===== src/shared/ocs_pkg.sv =====
// Package for the output capture and status register bank.
// Assumes one device clock and an Avalon-MM register slave with 32-bit words.
package ocs_pkg;
  // Printed offsets are register indices; byte address is four times the index.
  localparam logic [3:0] IDX_STATUS = 4'h9;
  localparam logic [3:0] IDX_ONE_SHOT = 4'hA;
  localparam logic [3:0] IDX_CHECKSUM = 4'hB;
  localparam logic [3:0] IDX_I_LO = 4'hC;
  localparam logic [3:0] IDX_I_HI = 4'hD;
  localparam logic [3:0] IDX_Q_LO = 4'hE;
  localparam logic [3:0] IDX_Q_HI = 4'hF;
  // Interrupt block registers at indices of our own.
  localparam logic [3:0] IDX_IRQ_STATUS = 4'h0;
  localparam logic [3:0] IDX_IRQ_ENABLE = 4'h1;
  localparam logic [3:0] IDX_IRQ_CLEAR = 4'h2;
  // Status register bit positions.
  localparam int BIT_READY = 0;
  localparam int BIT_MISSED = 1;
  localparam int BIT_INT_EN = 2;
  localparam int BIT_SPARE = 3;
  localparam int BIT_PULSE_SEL = 4;
  localparam int BIT_OVF_GATE = 5;
  localparam int BIT_OVERFLOW = 6;
  localparam int BIT_POWER_DOWN = 7;
  // Interrupt event bit positions.
  localparam int EV_CAPTURE = 0;
  localparam int EV_MISSED = 1;
  localparam int EV_OVERFLOW = 2;
  localparam int EV_CHECKSUM = 3;
  localparam int EV_COUNT = 4;
  // Reset values.
  localparam logic [7:0] STATUS_RESET = 8'h00;
  localparam logic [7:0] CHECKSUM_RESET = 8'h00;
  localparam logic [3:0] IRQ_RESET = 4'h0;
  // Power-down slow clock: 1 KHz tick from the 20 MHz device clock.
  localparam int CLK_HZ = 20000000;
  localparam int SLOW_HZ = 1000;
  localparam int SLOW_DIV = CLK_HZ / SLOW_HZ;
  // Output sample carried as one bundle.
  typedef struct packed {
    logic [15:0] i_word;
    logic [15:0] q_word;
    logic block_strobe;
    logic frame_strobe;
  } ocs_sample_t;
endpackage


===== src/ocs_status.sv =====
// Output capture, status, one-shot and checksum register bank.
// Assumes sample_valid, overflow_evt and sync_n come from logic on ref_clk.
// Operation
// - Set capture request captures next sample, then hardware clears request.
// - New sample while request low sets missed flag.
// - Writing zero clears missed flag; writing one leaves it.
// - Interrupt pin high unless enabled; then it follows the request bit.
// - Pulse select low: overflow pin shows inverse of sticky overflow flag.
// - Pulse select and gate high: overflow pin pulses low one cycle.
// - Gate low: flag not set, pin not low; detection continues.
// - Gated overflow sets flag until software writes zero; one does nothing.
// - Power-down slows internal clock to about 1 KHz, settings kept.
// - Write 0x01 sets request, clears missed; 0x03 keeps missed.
// - Capture coinciding with request write leaves request high, no captures.
// - Any write to one-shot address pulses pin; nothing readable there.
// - Checksum is 8-bit non-linear feedback accumulation of strobes, I, Q.
// - Sync low latches checksum into register and clears generator.
// - Captured I and Q readable as low and high bytes at 12-15.
//
// Decided for this implementation: the Avalon-MM register port.
`timescale 1ns/10ps
module ocs_status (
  input wire logic ref_clk, // Device clock, 20 MHz.
  input wire logic rst_n, // Asynchronous reset, active low.
  input wire logic [5:0] avs_address, // Word index.
  input wire logic avs_read, // Read request.
  input wire logic avs_write, // Write request.
  input wire logic [31:0] avs_writedata, // Write data.
  input wire logic [3:0] avs_byteenable, // Byte enables.
  output logic [31:0] avs_readdata, // Read data.
  output logic avs_waitrequest, // Wait request.
  input wire ocs_pkg::ocs_sample_t sample_in, // Output sample bundle.
  input wire logic sample_valid, // New sample this cycle.
  input wire logic overflow_evt, // Gain overflow detected this cycle.
  input wire logic sync_n, // Internal sync, active low.
  output logic int_n, // Capture interrupt pin, active low.
  output logic ovf_pin_n, // Overflow pin, active low.
  output logic pulse_pin_n, // One-shot pin, active low.
  output logic slow_tick, // Internal clock enable in power-down.
  output logic power_down, // Power-down mode active.
  output logic irq // Level interrupt from event block.
);
  logic [7:0] status;
  logic [7:0] checksum;
  logic [7:0] accum;
  ocs_pkg::ocs_sample_t held;
  logic [3:0] irq_status;
  logic [3:0] irq_enable;
  logic [3:0] events;
  logic ack;
  logic wr_hit;
  logic rd_hit;
  logic wr_status;
  logic capture;
  logic stuck;
  logic sync_d;
  logic ovf_pulse_n;
  logic [14:0] slow_cnt;
  logic [7:0] next_accum;
  logic [7:0] rd_byte;

  // The bus answers every access after exactly one wait cycle.
  // Read data is loaded at the first edge and stands at the accepting edge.
  // Writes act only at the accepting edge, so a held request never writes twice.
  // One wait cycle per access keeps read data registered and simple.
  always_ff @(posedge ref_clk or negedge rst_n) begin
    if (!rst_n) begin
      ack <= 1'b0;
    end else begin
      ack <= (avs_read | avs_write) & ~ack;
    end
  end
  assign avs_waitrequest = (avs_read | avs_write) & ~ack;
  assign wr_hit = avs_write & ack & avs_byteenable[0];
  assign rd_hit = avs_read & ~ack;
  assign wr_status = wr_hit && avs_address[3:0] == ocs_pkg::IDX_STATUS && avs_address[5:4] == 2'b00;

  // A write that sets the request in the cycle of a sample loses the clear.
  assign capture = status[ocs_pkg::BIT_READY] & sample_valid & ~stuck;

  // A request write that meets a sample in the same cycle keeps the request set.
  // The stuck mark then blocks all captures until software next writes the status register.
  // Software can spot this state as missed high while the request is still high.
  // This mirrors the documented hazard rather than hiding it from software.
  // Status register: software fields, sticky flags and hardware clear.
  always_ff @(posedge ref_clk or negedge rst_n) begin
    if (!rst_n) begin
      status <= ocs_pkg::STATUS_RESET;
      stuck <= 1'b0;
    end else begin
      if (wr_status) begin
        status[ocs_pkg::BIT_READY] <= avs_writedata[ocs_pkg::BIT_READY];
        status[ocs_pkg::BIT_INT_EN] <= avs_writedata[ocs_pkg::BIT_INT_EN];
        status[ocs_pkg::BIT_SPARE] <= avs_writedata[ocs_pkg::BIT_SPARE];
        status[ocs_pkg::BIT_PULSE_SEL] <= avs_writedata[ocs_pkg::BIT_PULSE_SEL];
        status[ocs_pkg::BIT_OVF_GATE] <= avs_writedata[ocs_pkg::BIT_OVF_GATE];
        status[ocs_pkg::BIT_POWER_DOWN] <= avs_writedata[ocs_pkg::BIT_POWER_DOWN];
        stuck <= avs_writedata[ocs_pkg::BIT_READY] & sample_valid & ~status[ocs_pkg::BIT_READY];
      end else if (capture) begin
        status[ocs_pkg::BIT_READY] <= 1'b0;
      end
      if (wr_status && !avs_writedata[ocs_pkg::BIT_READY]) begin
        stuck <= 1'b0;
      end
      if (sample_valid && !status[ocs_pkg::BIT_READY]) begin
        status[ocs_pkg::BIT_MISSED] <= 1'b1;
      end else if (wr_status && !avs_writedata[ocs_pkg::BIT_MISSED]) begin
        status[ocs_pkg::BIT_MISSED] <= 1'b0;
      end
      if (overflow_evt && status[ocs_pkg::BIT_OVF_GATE]) begin
        status[ocs_pkg::BIT_OVERFLOW] <= 1'b1;
      end else if (wr_status && !avs_writedata[ocs_pkg::BIT_OVERFLOW]) begin
        status[ocs_pkg::BIT_OVERFLOW] <= 1'b0;
      end
    end
  end

  always_ff @(posedge ref_clk or negedge rst_n) begin
    if (!rst_n) begin
      held <= '0;
    end else if (capture) begin
      held <= sample_in;
    end
  end

  always_ff @(posedge ref_clk or negedge rst_n) begin
    if (!rst_n) begin
      int_n <= 1'b1;
    end else begin
      int_n <= ~status[ocs_pkg::BIT_INT_EN] | status[ocs_pkg::BIT_READY];
    end
  end

  // one-cycle overflow pulse, registered so the pin never glitches.
  always_ff @(posedge ref_clk or negedge rst_n) begin
    if (!rst_n) begin
      ovf_pulse_n <= 1'b1;
    end else begin
      ovf_pulse_n <= ~(overflow_evt & status[ocs_pkg::BIT_OVF_GATE]);
    end
  end
  assign ovf_pin_n = status[ocs_pkg::BIT_PULSE_SEL] ? ovf_pulse_n : ~status[ocs_pkg::BIT_OVERFLOW];

  always_ff @(posedge ref_clk or negedge rst_n) begin
    if (!rst_n) begin
      pulse_pin_n <= 1'b1;
    end else begin
      pulse_pin_n <= ~(avs_write & ack && avs_address[3:0] == ocs_pkg::IDX_ONE_SHOT
                       && avs_address[5:4] == 2'b00);
    end
  end

  // The accumulator only moves on a sample or a sync fall, so idle cycles leave it unchanged.
  // Its exact polynomial is a choice of ours; only the 8-bit width is fixed.
  // A user comparing checksums must use the same function on the reference side.
  // non-linear feedback: rotate, xor inputs, and two AND terms for non-linearity.
  always_comb begin
    next_accum = {accum[6:0], accum[7]};
    next_accum = next_accum ^ sample_in.i_word[7:0] ^ sample_in.i_word[15:8];
    next_accum = next_accum ^ sample_in.q_word[7:0] ^ sample_in.q_word[15:8];
    next_accum[0] = next_accum[0] ^ sample_in.block_strobe ^ (accum[7] & accum[3]);
    next_accum[1] = next_accum[1] ^ sample_in.frame_strobe ^ (accum[6] & accum[2]);
  end

  // latch and clear on sync falling edge.
  always_ff @(posedge ref_clk or negedge rst_n) begin
    if (!rst_n) begin
      accum <= ocs_pkg::CHECKSUM_RESET;
      checksum <= ocs_pkg::CHECKSUM_RESET;
      sync_d <= 1'b1;
    end else begin
      sync_d <= sync_n;
      if (!sync_n && sync_d) begin
        checksum <= accum;
        accum <= ocs_pkg::CHECKSUM_RESET;
      end else if (sample_valid) begin
        accum <= next_accum;
      end
    end
  end

  // slow internal clock tick; the divider only runs in power-down.
  always_ff @(posedge ref_clk or negedge rst_n) begin
    if (!rst_n) begin
      slow_cnt <= '0;
      slow_tick <= 1'b1;
    end else if (!status[ocs_pkg::BIT_POWER_DOWN]) begin
      slow_cnt <= '0;
      slow_tick <= 1'b1;
    end else begin
      slow_tick <= slow_cnt == 15'(ocs_pkg::SLOW_DIV - 1);
      slow_cnt <= (slow_cnt == 15'(ocs_pkg::SLOW_DIV - 1)) ? '0 : slow_cnt + 15'h0001;
    end
  end
  assign power_down = status[ocs_pkg::BIT_POWER_DOWN];

  // Each event bit stays set until software clears it through the clear register.
  // An event in the cycle of the clear is kept, so no event is ever lost.
  // The irq output is a plain level of enabled status bits.
  // Event block: sticky status, set wins over clear.
  assign events = {(!sync_n && sync_d), overflow_evt & status[ocs_pkg::BIT_OVF_GATE],
                   sample_valid & ~status[ocs_pkg::BIT_READY], capture};
  always_ff @(posedge ref_clk or negedge rst_n) begin
    if (!rst_n) begin
      irq_status <= ocs_pkg::IRQ_RESET;
      irq_enable <= ocs_pkg::IRQ_RESET;
    end else begin
      if (wr_hit && avs_address == {2'b00, ocs_pkg::IDX_IRQ_ENABLE}) begin
        irq_enable <= avs_writedata[3:0];
      end
      if (wr_hit && avs_address == {2'b00, ocs_pkg::IDX_IRQ_CLEAR}) begin
        irq_status <= (irq_status & ~avs_writedata[3:0]) | events;
      end else begin
        irq_status <= irq_status | events;
      end
    end
  end
  assign irq = |(irq_status & irq_enable);

  // The one-shot and clear indices hold no state, so they read as zero.
  // Only the low byte carries data; the upper bytes always read zero.
  // Read mux; unmapped and write-only addresses read zero.
  always_comb begin
    rd_byte = 8'h00;
    if (avs_address[5:4] == 2'b00) begin
      unique case (avs_address[3:0])
        ocs_pkg::IDX_STATUS: rd_byte = status;
        ocs_pkg::IDX_CHECKSUM: rd_byte = checksum;
        ocs_pkg::IDX_I_LO: rd_byte = held.i_word[7:0];
        ocs_pkg::IDX_I_HI: rd_byte = held.i_word[15:8];
        ocs_pkg::IDX_Q_LO: rd_byte = held.q_word[7:0];
        ocs_pkg::IDX_Q_HI: rd_byte = held.q_word[15:8];
        ocs_pkg::IDX_IRQ_STATUS: rd_byte = {4'h0, irq_status};
        ocs_pkg::IDX_IRQ_ENABLE: rd_byte = {4'h0, irq_enable};
        default: rd_byte = 8'h00;
      endcase
    end
  end
  always_ff @(posedge ref_clk or negedge rst_n) begin
    if (!rst_n) begin
      avs_readdata <= '0;
    end else if (rd_hit) begin
      avs_readdata <= {24'h000000, rd_byte};
    end
  end

  // Capture clears request in the cycle after the sample.
  capture_clear_a: assert property (@(posedge ref_clk) disable iff (!rst_n)
    capture && !wr_status |=> !status[ocs_pkg::BIT_READY]) else $error("request not cleared");
  missed_set_a: assert property (@(posedge ref_clk) disable iff (!rst_n)
    sample_valid && !status[ocs_pkg::BIT_READY] |=> status[ocs_pkg::BIT_MISSED]) else $error("missed not set");
  missed_keep_a: assert property (@(posedge ref_clk) disable iff (!rst_n)
    wr_status && avs_writedata[1] && status[1] |=> status[1]) else $error("missed lost on write one");
  int_pin_a: assert property (@(posedge ref_clk) disable iff (!rst_n)
    !status[ocs_pkg::BIT_INT_EN] |=> int_n) else $error("interrupt pin low while disabled");
  ovf_level_a: assert property (@(posedge ref_clk) disable iff (!rst_n)
    !status[ocs_pkg::BIT_PULSE_SEL] |-> ovf_pin_n == !status[6]) else $error("overflow level wrong");
  ovf_pulse_a: assert property (@(posedge ref_clk) disable iff (!rst_n)
    overflow_evt && status[5] && status[4] && !$past(overflow_evt) ##1 status[4] && !overflow_evt |->
    !ovf_pin_n ##1 ovf_pin_n) else $error("overflow pulse width wrong");
  ovf_gate_a: assert property (@(posedge ref_clk) disable iff (!rst_n)
    !status[5] && !status[6] |=> !status[6]) else $error("overflow set while gated");
  oneshot_a: assert property (@(posedge ref_clk) disable iff (!rst_n)
    avs_write && ack && avs_address == 6'h0A |=> !pulse_pin_n ##1 pulse_pin_n) else $error("one-shot pulse wrong");
  sync_latch_a: assert property (@(posedge ref_clk) disable iff (!rst_n)
    !sync_n && sync_d |=> checksum == $past(accum) && accum == 8'h00) else $error("checksum not latched");
  capture_c: cover property (@(posedge ref_clk) disable iff (!rst_n) capture);
  stuck_c: cover property (@(posedge ref_clk) disable iff (!rst_n) stuck && sample_valid);
  oneshot_c: cover property (@(posedge ref_clk) disable iff (!rst_n) !pulse_pin_n);
  stuck_seen_c: cover property (@(posedge ref_clk) disable iff (!rst_n) status[1] && status[0]);
  ovf_pulse_c: cover property (@(posedge ref_clk) disable iff (!rst_n) !ovf_pin_n && status[4]);

  // Cycles since the last slow tick, for the power-down check only.
  // The gap restarts on every tick, so outside power-down it stays at zero.
  // Sixteen bits hold the whole divider period with room to spare.
  // It drives no output and costs nothing once assertions are stripped.
  logic [15:0] tick_gap;
  always_ff @(posedge ref_clk or negedge rst_n) begin
    if (!rst_n) begin
      tick_gap <= '0;
    end else if (slow_tick) begin
      tick_gap <= '0;
    end else begin
      tick_gap <= tick_gap + 16'h0001;
    end
  end

  // The checks below guard the bus timing and the corner cases of each flag.
  // Each names the cycle in which the guarded value must already stand.

  // Bus: the first cycle of every request stalls.
  wait_first_a: assert property (@(posedge ref_clk) disable iff (!rst_n)
    (avs_read || avs_write) && !ack
    |-> avs_waitrequest) else $error("no stall in first cycle");

  // Bus: the second cycle of every request is accepted.
  wait_second_a: assert property (@(posedge ref_clk) disable iff (!rst_n)
    (avs_read || avs_write) && ack
    |-> !avs_waitrequest) else $error("stall in second cycle");

  // Bus: read data stands until the next read loads it.
  rdata_hold_a: assert property (@(posedge ref_clk) disable iff (!rst_n)
    !rd_hit
    |=> $stable(avs_readdata)) else $error("read data moved");

  // A capture holds exactly the sample offered in its cycle.
  capture_data_a: assert property (@(posedge ref_clk) disable iff (!rst_n)
    capture
    |=> held == $past(sample_in)) else $error("captured sample wrong");

  // A stuck request stays high until software writes it.
  stuck_ready_a: assert property (@(posedge ref_clk) disable iff (!rst_n)
    stuck && status[ocs_pkg::BIT_READY] && !wr_status
    |=> status[ocs_pkg::BIT_READY]) else $error("stuck request cleared");

  // A stuck request takes no further samples.
  stuck_data_a: assert property (@(posedge ref_clk) disable iff (!rst_n)
    stuck && sample_valid && !wr_status
    |=> $stable(held)) else $error("capture while stuck");

  // Writing zero clears the missed flag when no new miss arrives.
  missed_clear_a: assert property (@(posedge ref_clk) disable iff (!rst_n)
    wr_status && !avs_writedata[1] && !(sample_valid && !status[0])
    |=> !status[1]) else $error("missed not cleared");

  // With interrupts on, the pin follows the request bit.
  int_follow_a: assert property (@(posedge ref_clk) disable iff (!rst_n)
    status[ocs_pkg::BIT_INT_EN]
    |=> int_n == $past(status[ocs_pkg::BIT_READY])) else $error("interrupt pin not following request");

  // A gated overflow sets the sticky flag.
  ovf_set_a: assert property (@(posedge ref_clk) disable iff (!rst_n)
    overflow_evt && status[5]
    |=> status[6]) else $error("overflow flag not set");

  // Writing zero clears the overflow flag when no new overflow arrives.
  ovf_clear_a: assert property (@(posedge ref_clk) disable iff (!rst_n)
    wr_status && !avs_writedata[6] && !(overflow_evt && status[5])
    |=> !status[6]) else $error("overflow flag not cleared");

  // Pulse mode with the gate off keeps the pin high.
  ovf_pulse_gate_a: assert property (@(posedge ref_clk) disable iff (!rst_n)
    !status[5] && !$past(status[5]) && status[4]
    |-> ovf_pin_n) else $error("overflow pin low while gated");

  // The one-shot pin stays high without a one-shot write.
  oneshot_idle_a: assert property (@(posedge ref_clk) disable iff (!rst_n)
    !(avs_write && ack && avs_address == 6'h0A)
    |=> pulse_pin_n) else $error("one-shot pin low without write");

  // The checksum register only changes on a sync fall.
  checksum_hold_a: assert property (@(posedge ref_clk) disable iff (!rst_n)
    !(!sync_n && sync_d)
    |=> $stable(checksum)) else $error("checksum changed without sync");

  // The accumulator moves only on a sample or a sync fall.
  accum_hold_a: assert property (@(posedge ref_clk) disable iff (!rst_n)
    !sample_valid && !(!sync_n && sync_d)
    |=> $stable(accum)) else $error("accumulator moved while idle");

  // In power-down a slow tick comes at least once per divider period.
  slow_gap_a: assert property (@(posedge ref_clk) disable iff (!rst_n)
    power_down
    |-> tick_gap <= 16'(ocs_pkg::SLOW_DIV)) else $error("slow tick missing");

  // Outside power-down the internal clock enable stays high.
  slow_run_a: assert property (@(posedge ref_clk) disable iff (!rst_n)
    !power_down
    |=> slow_tick) else $error("clock enable low while running");
endmodule

===== config.mk =====
export PLATFORM = sky130hd
export DESIGN_NAME = ocs_status
export DESIGN_NICKNAME = d
export VERILOG_FILES = /design/src/shared/ocs_pkg.sv /design/src/ocs_status.sv
export SDC_FILE = /design/constraint.sdc
export NUM_CORES = 1
export LEC_CHECK = 0
export ABC_AREA = 1
export BUFFER_PORTS_ARGS = -buffer_cell sky130_fd_sc_hd__buf_2
export CORE_ASPECT_RATIO = 0.8
export CORE_UTILIZATION = 42
export CTS_CLUSTER_SIZE = 24
export DETAILED_ROUTE_END_ITERATION = 12
export GPL_TIMING_DRIVEN = 1
export PLACE_DENSITY = 0.69
export SLEW_MARGIN = 5
export SYNTH_ARGS = -nofsm -noshare
export SYNTH_HDL_FRONTEND = slang
export SYNTH_SLANG_ARGS = --single-unit

===== constraint.sdc =====
create_clock -name ref_clk -period 2 [get_ports ref_clk]
set_clock_uncertainty 0.15 [all_clocks]
set_input_delay 0.3 -clock ref_clk [delete_from_list [all_inputs] [get_ports ref_clk]]
set_output_delay 0.3 -clock ref_clk [all_outputs]
set_load 0.005 [all_outputs]

==> run_results.csv, run 1 <==
group,metric,value,unit
cells_and_area,synthToLayoutAreaGrowth,17.12,%
clocking,cts.sinks,94,
grt,grt_pass1_vias,4135,
cells_and_area,stdcell_area,5778,sq um
synth,synthFlopType,"dfrtp_1",
setup_path,path_class,"register to register",
floorplan,boundaryPins,122,
setup_path,crit_path_start_kind,"register",
grt,grt_first_pass_wirelength,19780,um
routing,vias,4383,
cells_and_area,final_common_cell,"nand2_1",
clocking,cts_tree,"yes",
floorplan,chipHeight,98.94,um
clocking,clock-root-buffer,"clkbuf_16",
setup_path,cp.arrival,1.90,ns
clocking,post_cts_buffers,0,
sta,slew_violations,0,
routing,route.detailed.drc,0,
setup_path,cp-end-kind,"register",
setup_path,crit_chain,"ha_1 -> nand2_1 -> nor2_2 -> inv_1 -> nor2_1 -> a21oi_2 -> inv_1 -> nor2_1",
run,maxCapViolations,0,
routing,drtPass1Iterations,5,
setup_path,r2r_cells,8,
synth,yosysSeqAreaShare,0.4781,
floorplan,die_area,12190,sq um
sta,max_freq,564.1,MHz
cells_and_area,fin_util,0.5036,
placed_design,numPortBuffers,70,
setup_path,max_stage_delay,0.41,ns
clocking,clock_path_buffers,2,
sta,finalCritPeriodShare,0.8864,
placed_design,finalWeightedCongestion,0.8131,
setup_path,critical_path_required,2.12,ns
synth,syn_area,4933,sq um
sta,relSlewSlack,0.4682,
status,outcome,"finished clean",
power,p_leak,3.042,nW
clocking,htreeDepth,3,
grt,grt_overflow,0,
power,total_power,5.467,mW
cells_and_area,n_antenna_cell,0,
sta,setup_tns,0,ns
routing,drt_iter0_drc,405,
synth,synth.avg_cell_area,7.532,sq um
setup_path,crit_slowest_cell,"dfrtp_1",
grt,grt_max_degree,38,
placed_design,place_hpwl,9064,um
clocking,cts.clk_slew.worst_paths,0.07,ns
sta,hold_viol,0,
routing,wl_met3,642,um
synth,netlist_instances,655,
synth,ys_seq_elements,94,
clocking,numCtsBuffers,9,
floorplan,start_util,0.4300,
floorplan,rows,35,
clocking,clk_latency,0.35,ns
sta,layout_min_cycle_time,1.773,ns
grt,grt_use_total,0.2111,
sta,whs,0.01172,ns
placed_design,postPlaceCellArea,5423,sq um
routing,ant_nets,0,
routing,met2_wirelength,5539,um
floorplan,coreArea,11470,sq um
power,power_density,946.2,nW/um^2
routing,wire_per_inst,13.51,um
routing,drt_wl_total,12020,um
sta,worstMarginPinSlew,0.7948,ns
min_path,hold_class,"input pin to register",
synth,synth_warnings,0,
grt,antenna_found_initial,0,
cells_and_area,fin_nets,821,
cells_and_area,layout_common_cells,"230 x nand2_1, 89 x dfrtp_1, 84 x inv_1",
floorplan,die_w,123.2,um
synth,ys_types,30,
min_path,hold_depth,2,
routing,vias_per_cell,4.925,
cells_and_area,fillers,1088,
synth,synth_edf_count,0,
power,ir_worst_vdd,0.0006033,V
routing,highest_layer,"met4",
cells_and_area,final_layout_size_suffix_gt1_frac,0.1658,
sta,setup_viol,0,
synth,asyncSetResetFlopFracSynth,1.000,
setup_path,critPathMaxFanout,8,
routing,wl_met1,5748,um
sta,rsz0062_at_grt,"false",
-- cell usage after synthesis, types with 7 or more instances --
cell / count / area share
a21oi_1: 13 / 0.013
o21ai_0: 66 / 0.067
nand3_1: 29 / 0.029
o22ai_1: 12 / 0.015
dfrtp_1: 89 / 0.45
xor2_1: 9 / 0.016
nor3_1: 7 / 0.0071
buf_4: 25 / 0.038
nor2_1: 39 / 0.030
nand2_1: 230 / 0.17
inv_1: 84 / 0.064
-- final timing paths --
kind	start	end	slack, ns
max	slow_cnt[0]$_DFF_PN0_	slow_cnt[5]$_DFF_PN0_	0.23
min	avs_write	pulse_pin_n$_DFF_PN1_	0.01
max reg2reg	slow_cnt[0]$_DFF_PN0_	slow_cnt[5]$_DFF_PN0_	0.23
min reg2reg	status[2]$_DFFE_PN0P_	int_n$_DFF_PN1_	0.26
max in group asynchronous	rst_n	slow_cnt[11]$_DFF_PN0_	0.88
min in group asynchronous	rst_n	irq_status[0]$_DFF_PN0_	0.24
-- cells by family after synthesis --
group	Yosys count	share of synthesized area
other	1	0.0007601
buffers and inverters	121	0.1126
DFF	94	0.4781
AOI/OAI and AO/OA	96	0.1050
adders and majority gates	1	0.002536
and+or+nand+nor	327	0.2744
xor gates and xnor gates	15	0.02663
-- flip-flops by register name, summed over array words and instances (netlist names) --
| name | flops |
|---|---|
| slow_tick | 1 |
| status | 8 |
| avs_readdata | 8 |
| accum | 8 |
| irq_status | 4 |
| held | 32 |
| checksum | 8 |
| sync_d | 1 |
| ack | 1 |
| stuck | 1 |
| irq_enable | 4 |
| pulse_pin_n | 1 |
| int_n | 1 |
| ovf_pulse_n | 1 |
| slow_cnt | 15 |
-- timing repair --
action                                  CTS  global route
gates resized for setup                   0             1
hold endpoints to repair                 23             0
hold buffers                              3             0
endpoints found under the setup margin    0             6
-- power breakdown --
part / total, mW / switching, mW / internal [mW]
Clock: 1.85 / 0.745 / 1.11
Combinational: 1.06 / 0.659 / 0.400
Sequential: 2.55 / 0.239 / 2.32
-- per-stage QoR --
step	worst slack [ns]	cells
after floorplan	0.5291	678
after global placement	0.3144	871
after detailed placement	0.2507	871
after CTS	0.07175	890
after global routing	0.06066	890
final	0.2273	890
-- layer usage --
| metal | vias to the layer above | track usage |
|---|---|---|
| met3 | 8 | 0.04803 |
| li1 | 2171 | - |
| met5 | - | 0 |
| met2 | 123 | 0.3352 |
| met4 | 0 | 0.03336 |
| met1 | 2081 | 0.2987 |
-- critical path, delay by kind of cell, from the launching register on --
family | cells | cell delay, ns
flip-flops | 1 | 0.41
AND/OR/NAND/NOR | 4 | 0.35
AO/OA/AOI/OAI | 1 | 0.32
buffers and inverters | 2 | 0.24
adder cells (fa/ha/maj) | 1 | 0.23
-- area by class of cell --
class                      instances  area, sq um  area share
tap                              148        185.2     0.03205
clock inverter                     6        93.84     0.01624
sequential                        94         2359      0.4082
multi-input combinational        463         2113      0.3657
clock buffer                      10        229.0     0.03963
inverter                          88        330.3     0.05717
timing repair buffer              81        467.9     0.08099
(Power assumes the default switching activity.)
==> run 2: changes to the inputs <==
ABC_AREA = default   (was 1)
PLACE_DENSITY = 0.7   (was 0.69)
clock period = 1.7 ns   (was 2 ns; I/O delays follow)
==> run 2 against run 1 <==
Compared with the run above: core utilization grew 2.6 points; synthesized cell count shrank 33%; flip-flop and latch count is the same; design area grew 0.30%; worst hold slack gained 0.0066 ns; area after synthesis shrank 3.8%; cell count shrank 23%; critical path depth shrank 4; combinational power shrank 18%; critical path type unchanged; critical endpoint is now status[5]$_DFFE_PN0P_; highest routed layer unchanged.
==> run_results.csv, run 2 <==
group,metric,value,unit
status,outcome,"finished clean",
grt,grt_pass1_vias,3424,
sta,rsz0062_at_grt,"true",
setup_path,r2r_cells,4,
synth,netlist.area_leader.share,0.4693,
sta,finalCritPeriodShare,0.9614,
clocking,clk_latency,0.34,ns
synth,synth.avg_cell_area,10.74,sq um
sta,layout_min_cycle_time,1.634,ns
sta,hold_viol,0,
floorplan,start_util,0.4341,
floorplan,boundaryPins,122,
synth,syn_area,4746,sq um
setup_path,critPathMaxFanout,3,
cells_and_area,final_layout_size_suffix_gt1_frac,0.3247,
clocking,htreeDepth,3,
routing,vias,3485,
cells_and_area,largest-register,"held",
clocking,cts.sinks,94,
sta,slew_violations,0,
routing,vias_per_cell,5.080,
floorplan,chipHeight,97.08,um
cells_and_area,fin_util,0.5301,
placed_design,numPortBuffers,70,
synth,synth_area_leader_cell,"dfrtp_1",
routing,ant_nets,0,
setup_path,cp-end-kind,"register",
power,power_density,965.7,nW/um^2
synth,ys_seq_elements,94,
min_path,hold_start,"avs_writedata[5]",
grt,grt_max_degree,43,
routing,wire_per_inst,15.64,um
routing,drt_iter0_drc,290,
placed_design,place_hpwl,8277,um
power,p_leak,2.750,nW
cells_and_area,fin_nets,621,
floorplan,die_area,11730,sq um
power,ir_worst_vdd,0.0005611,V
setup_path,worstSetupEndpoint,"status[5]$_DFFE_PN0P_",
clocking,cts.clk_slew.worst_paths,0.06,ns
cells_and_area,reg_top3,"held (32), slow_cnt (15)",
setup_path,crit_path_start_kind,"register",
clocking,post_cts_buffers,0,
routing,drt_wl_total,10730,um
setup_path,critical_path_required,1.77,ns
synth,ys_top_cells_by_area,"dfrtp_1 47%, mux2_2 8.8%, xnor2_1 6.5%, nand2_1 4.3%, buf_4 3.8%",
cells_and_area,largest_reg_flops,32,
synth,asyncSetResetFlopFracSynth,1.000,
floorplan,coreArea,10930,sq um
setup_path,reg2reg_slack,0.07,ns
synth,synth_warnings,0,
synth,yosysMostFrequentCell,"dfrtp_1",
sta,setup_viol,0,
clocking,clock-root-buffer,"clkbuf_16",
synth,ys_types,52,
cells_and_area,n_antenna_cell,0,
cells_and_area,synthToLayoutAreaGrowth,22.12,%
routing,route.detailed.drc,0,
power,total_power,5.597,mW
placed_design,finalWeightedCongestion,0.8667,
setup_path,critical_path.startpoint,"ack$_DFF_PN0_",
grt,grt_first_pass_wirelength,17440,um
setup_path,path_class,"register to register",
floorplan,rows,34,
grt,grt_overflow,0,
sta,max_freq,611.8,MHz
grt,grt_use_total,0.1968,
grt,antenna_found_initial,0,
clocking,numCtsBuffers,9,
routing,drtPass1Iterations,6,
min_path,hold_class,"input pin to register",
synth,synthFlopType,"dfrtp_1",
sta,whs,0.01832,ns
cells_and_area,layout_common_cells,"89 x dfrtp_1, 69 x buf_2, 54 x nand2_1",
synth,synth_edf_count,0,
sta,finalWorstSetupSlack,0.06557,ns
setup_path,r2r-start,"ack$_DFF_PN0_",
floorplan,die_w,120.8,um
clocking,clock_path_buffers,2,
cells_and_area,final_common_cell,"dfrtp_1",
clocking,cts_tree,"yes",
synth,synth_common_cells,"89 x dfrtp_1, 54 x nand2_1, 37 x mux2_2, 35 x xnor2_1, 28 x nor2_1",
placed_design,place_ws,-0.2365,ns
setup_path,rr_endpoint,"status[5]$_DFFE_PN0P_",
synth,netlist_instances,442,
synth,yosysSeqAreaShare,0.4970,
run,maxCapViolations,0,
setup_path,cp.arrival,1.71,ns
run 2: changes by cell type after synthesis, sizes merged, moves of 6 or more:
cell / change
nand2: -178
inv: -84
mux2: +44
o21ai: -42
xnor2: +29
nor2: -16
nand3: -14
mux2i: +12
a21oi: -10
o22ai: -10
clkbuf: +9
a22oi: +6
or2: -6
run 2: repair_timing:
item,CTS,global route
setup endpoints to repair,4,30
pin swaps,1,5
hold buffers,5,0
hold endpoints to repair,54,0
gates resized for setup,2,9
run 2: cells by family after synthesis:
family	after synthesis	share of synthesized area
simple gates	134	0.1334
fa+ha+maj	1	0.002636
buf+inv	49	0.06116
other cells	1	0.0007902
compound gates	58	0.07646
flops	94	0.4970
xor+xnor	48	0.08858
mux	57	0.1400
run 2: report_power, final:
part | internal, mW | switching, mW
Sequential | 2.42 | 0.161
Clock | 1.33 | 0.810
Combinational | 0.436 | 0.434
run 2: worst min-delay path by stage:
stage                              to  cells past startpoint  slack [ns]
6_report        status[5]$_DFFE_PN0P_                      2        0.02
5_1_grt         status[5]$_DFFE_PN0P_                      2       0.005
4_1_cts         status[5]$_DFFE_PN0P_                      2       0.003
3_5_place_dp   slow_cnt[11]$_DFF_PN0_                      1        0.03
3_3_place_gp   slow_cnt[11]$_DFF_PN0_                      1        0.03
2_1_floorplan    accum[0]$_DFFE_PN0P_                      0       -0.19
run 2: final cells by class:
type / instances / area [sq um]
clock buffer: 13 / 250.2
clock inverter: 3 / 68.82
fill: 983 / 5137
inverter: 5 / 18.77
multi-input combinational: 322 / 2225
sequential: 94 / 2359
tap: 144 / 180.2
timing repair buffer: 105 / 694.4
run 2: metal layers:
layer / wire [um] / global-route usage / part of all wire
met5: 0 / 0 / 0
met4: 118 / 0.05793 / 0.011
met3: 744 / 0.05282 / 0.069
met2: 4629 / 0.2844 / 0.43
met1: 5235 / 0.2879 / 0.49
run 2: through the flow:
step / instance area (sq um) / TNS (ns) / instances
detailed placement: 5381 / -1.949 / 665
global placement: 5381 / -1.104 / 665
global route: 5796 / -0.05762 / 686
CTS: 5761 / 0 / 686
floorplan: 4832 / 0 / 465
finish: 5796 / 0 / 686
run 2: worst max-delay path: stages (launching register included):
cell     delay (ns)
dfrtp_1        0.36
nand4_1        0.18
or3_4          0.38
buf_4          0.16
mux2_4         0.29
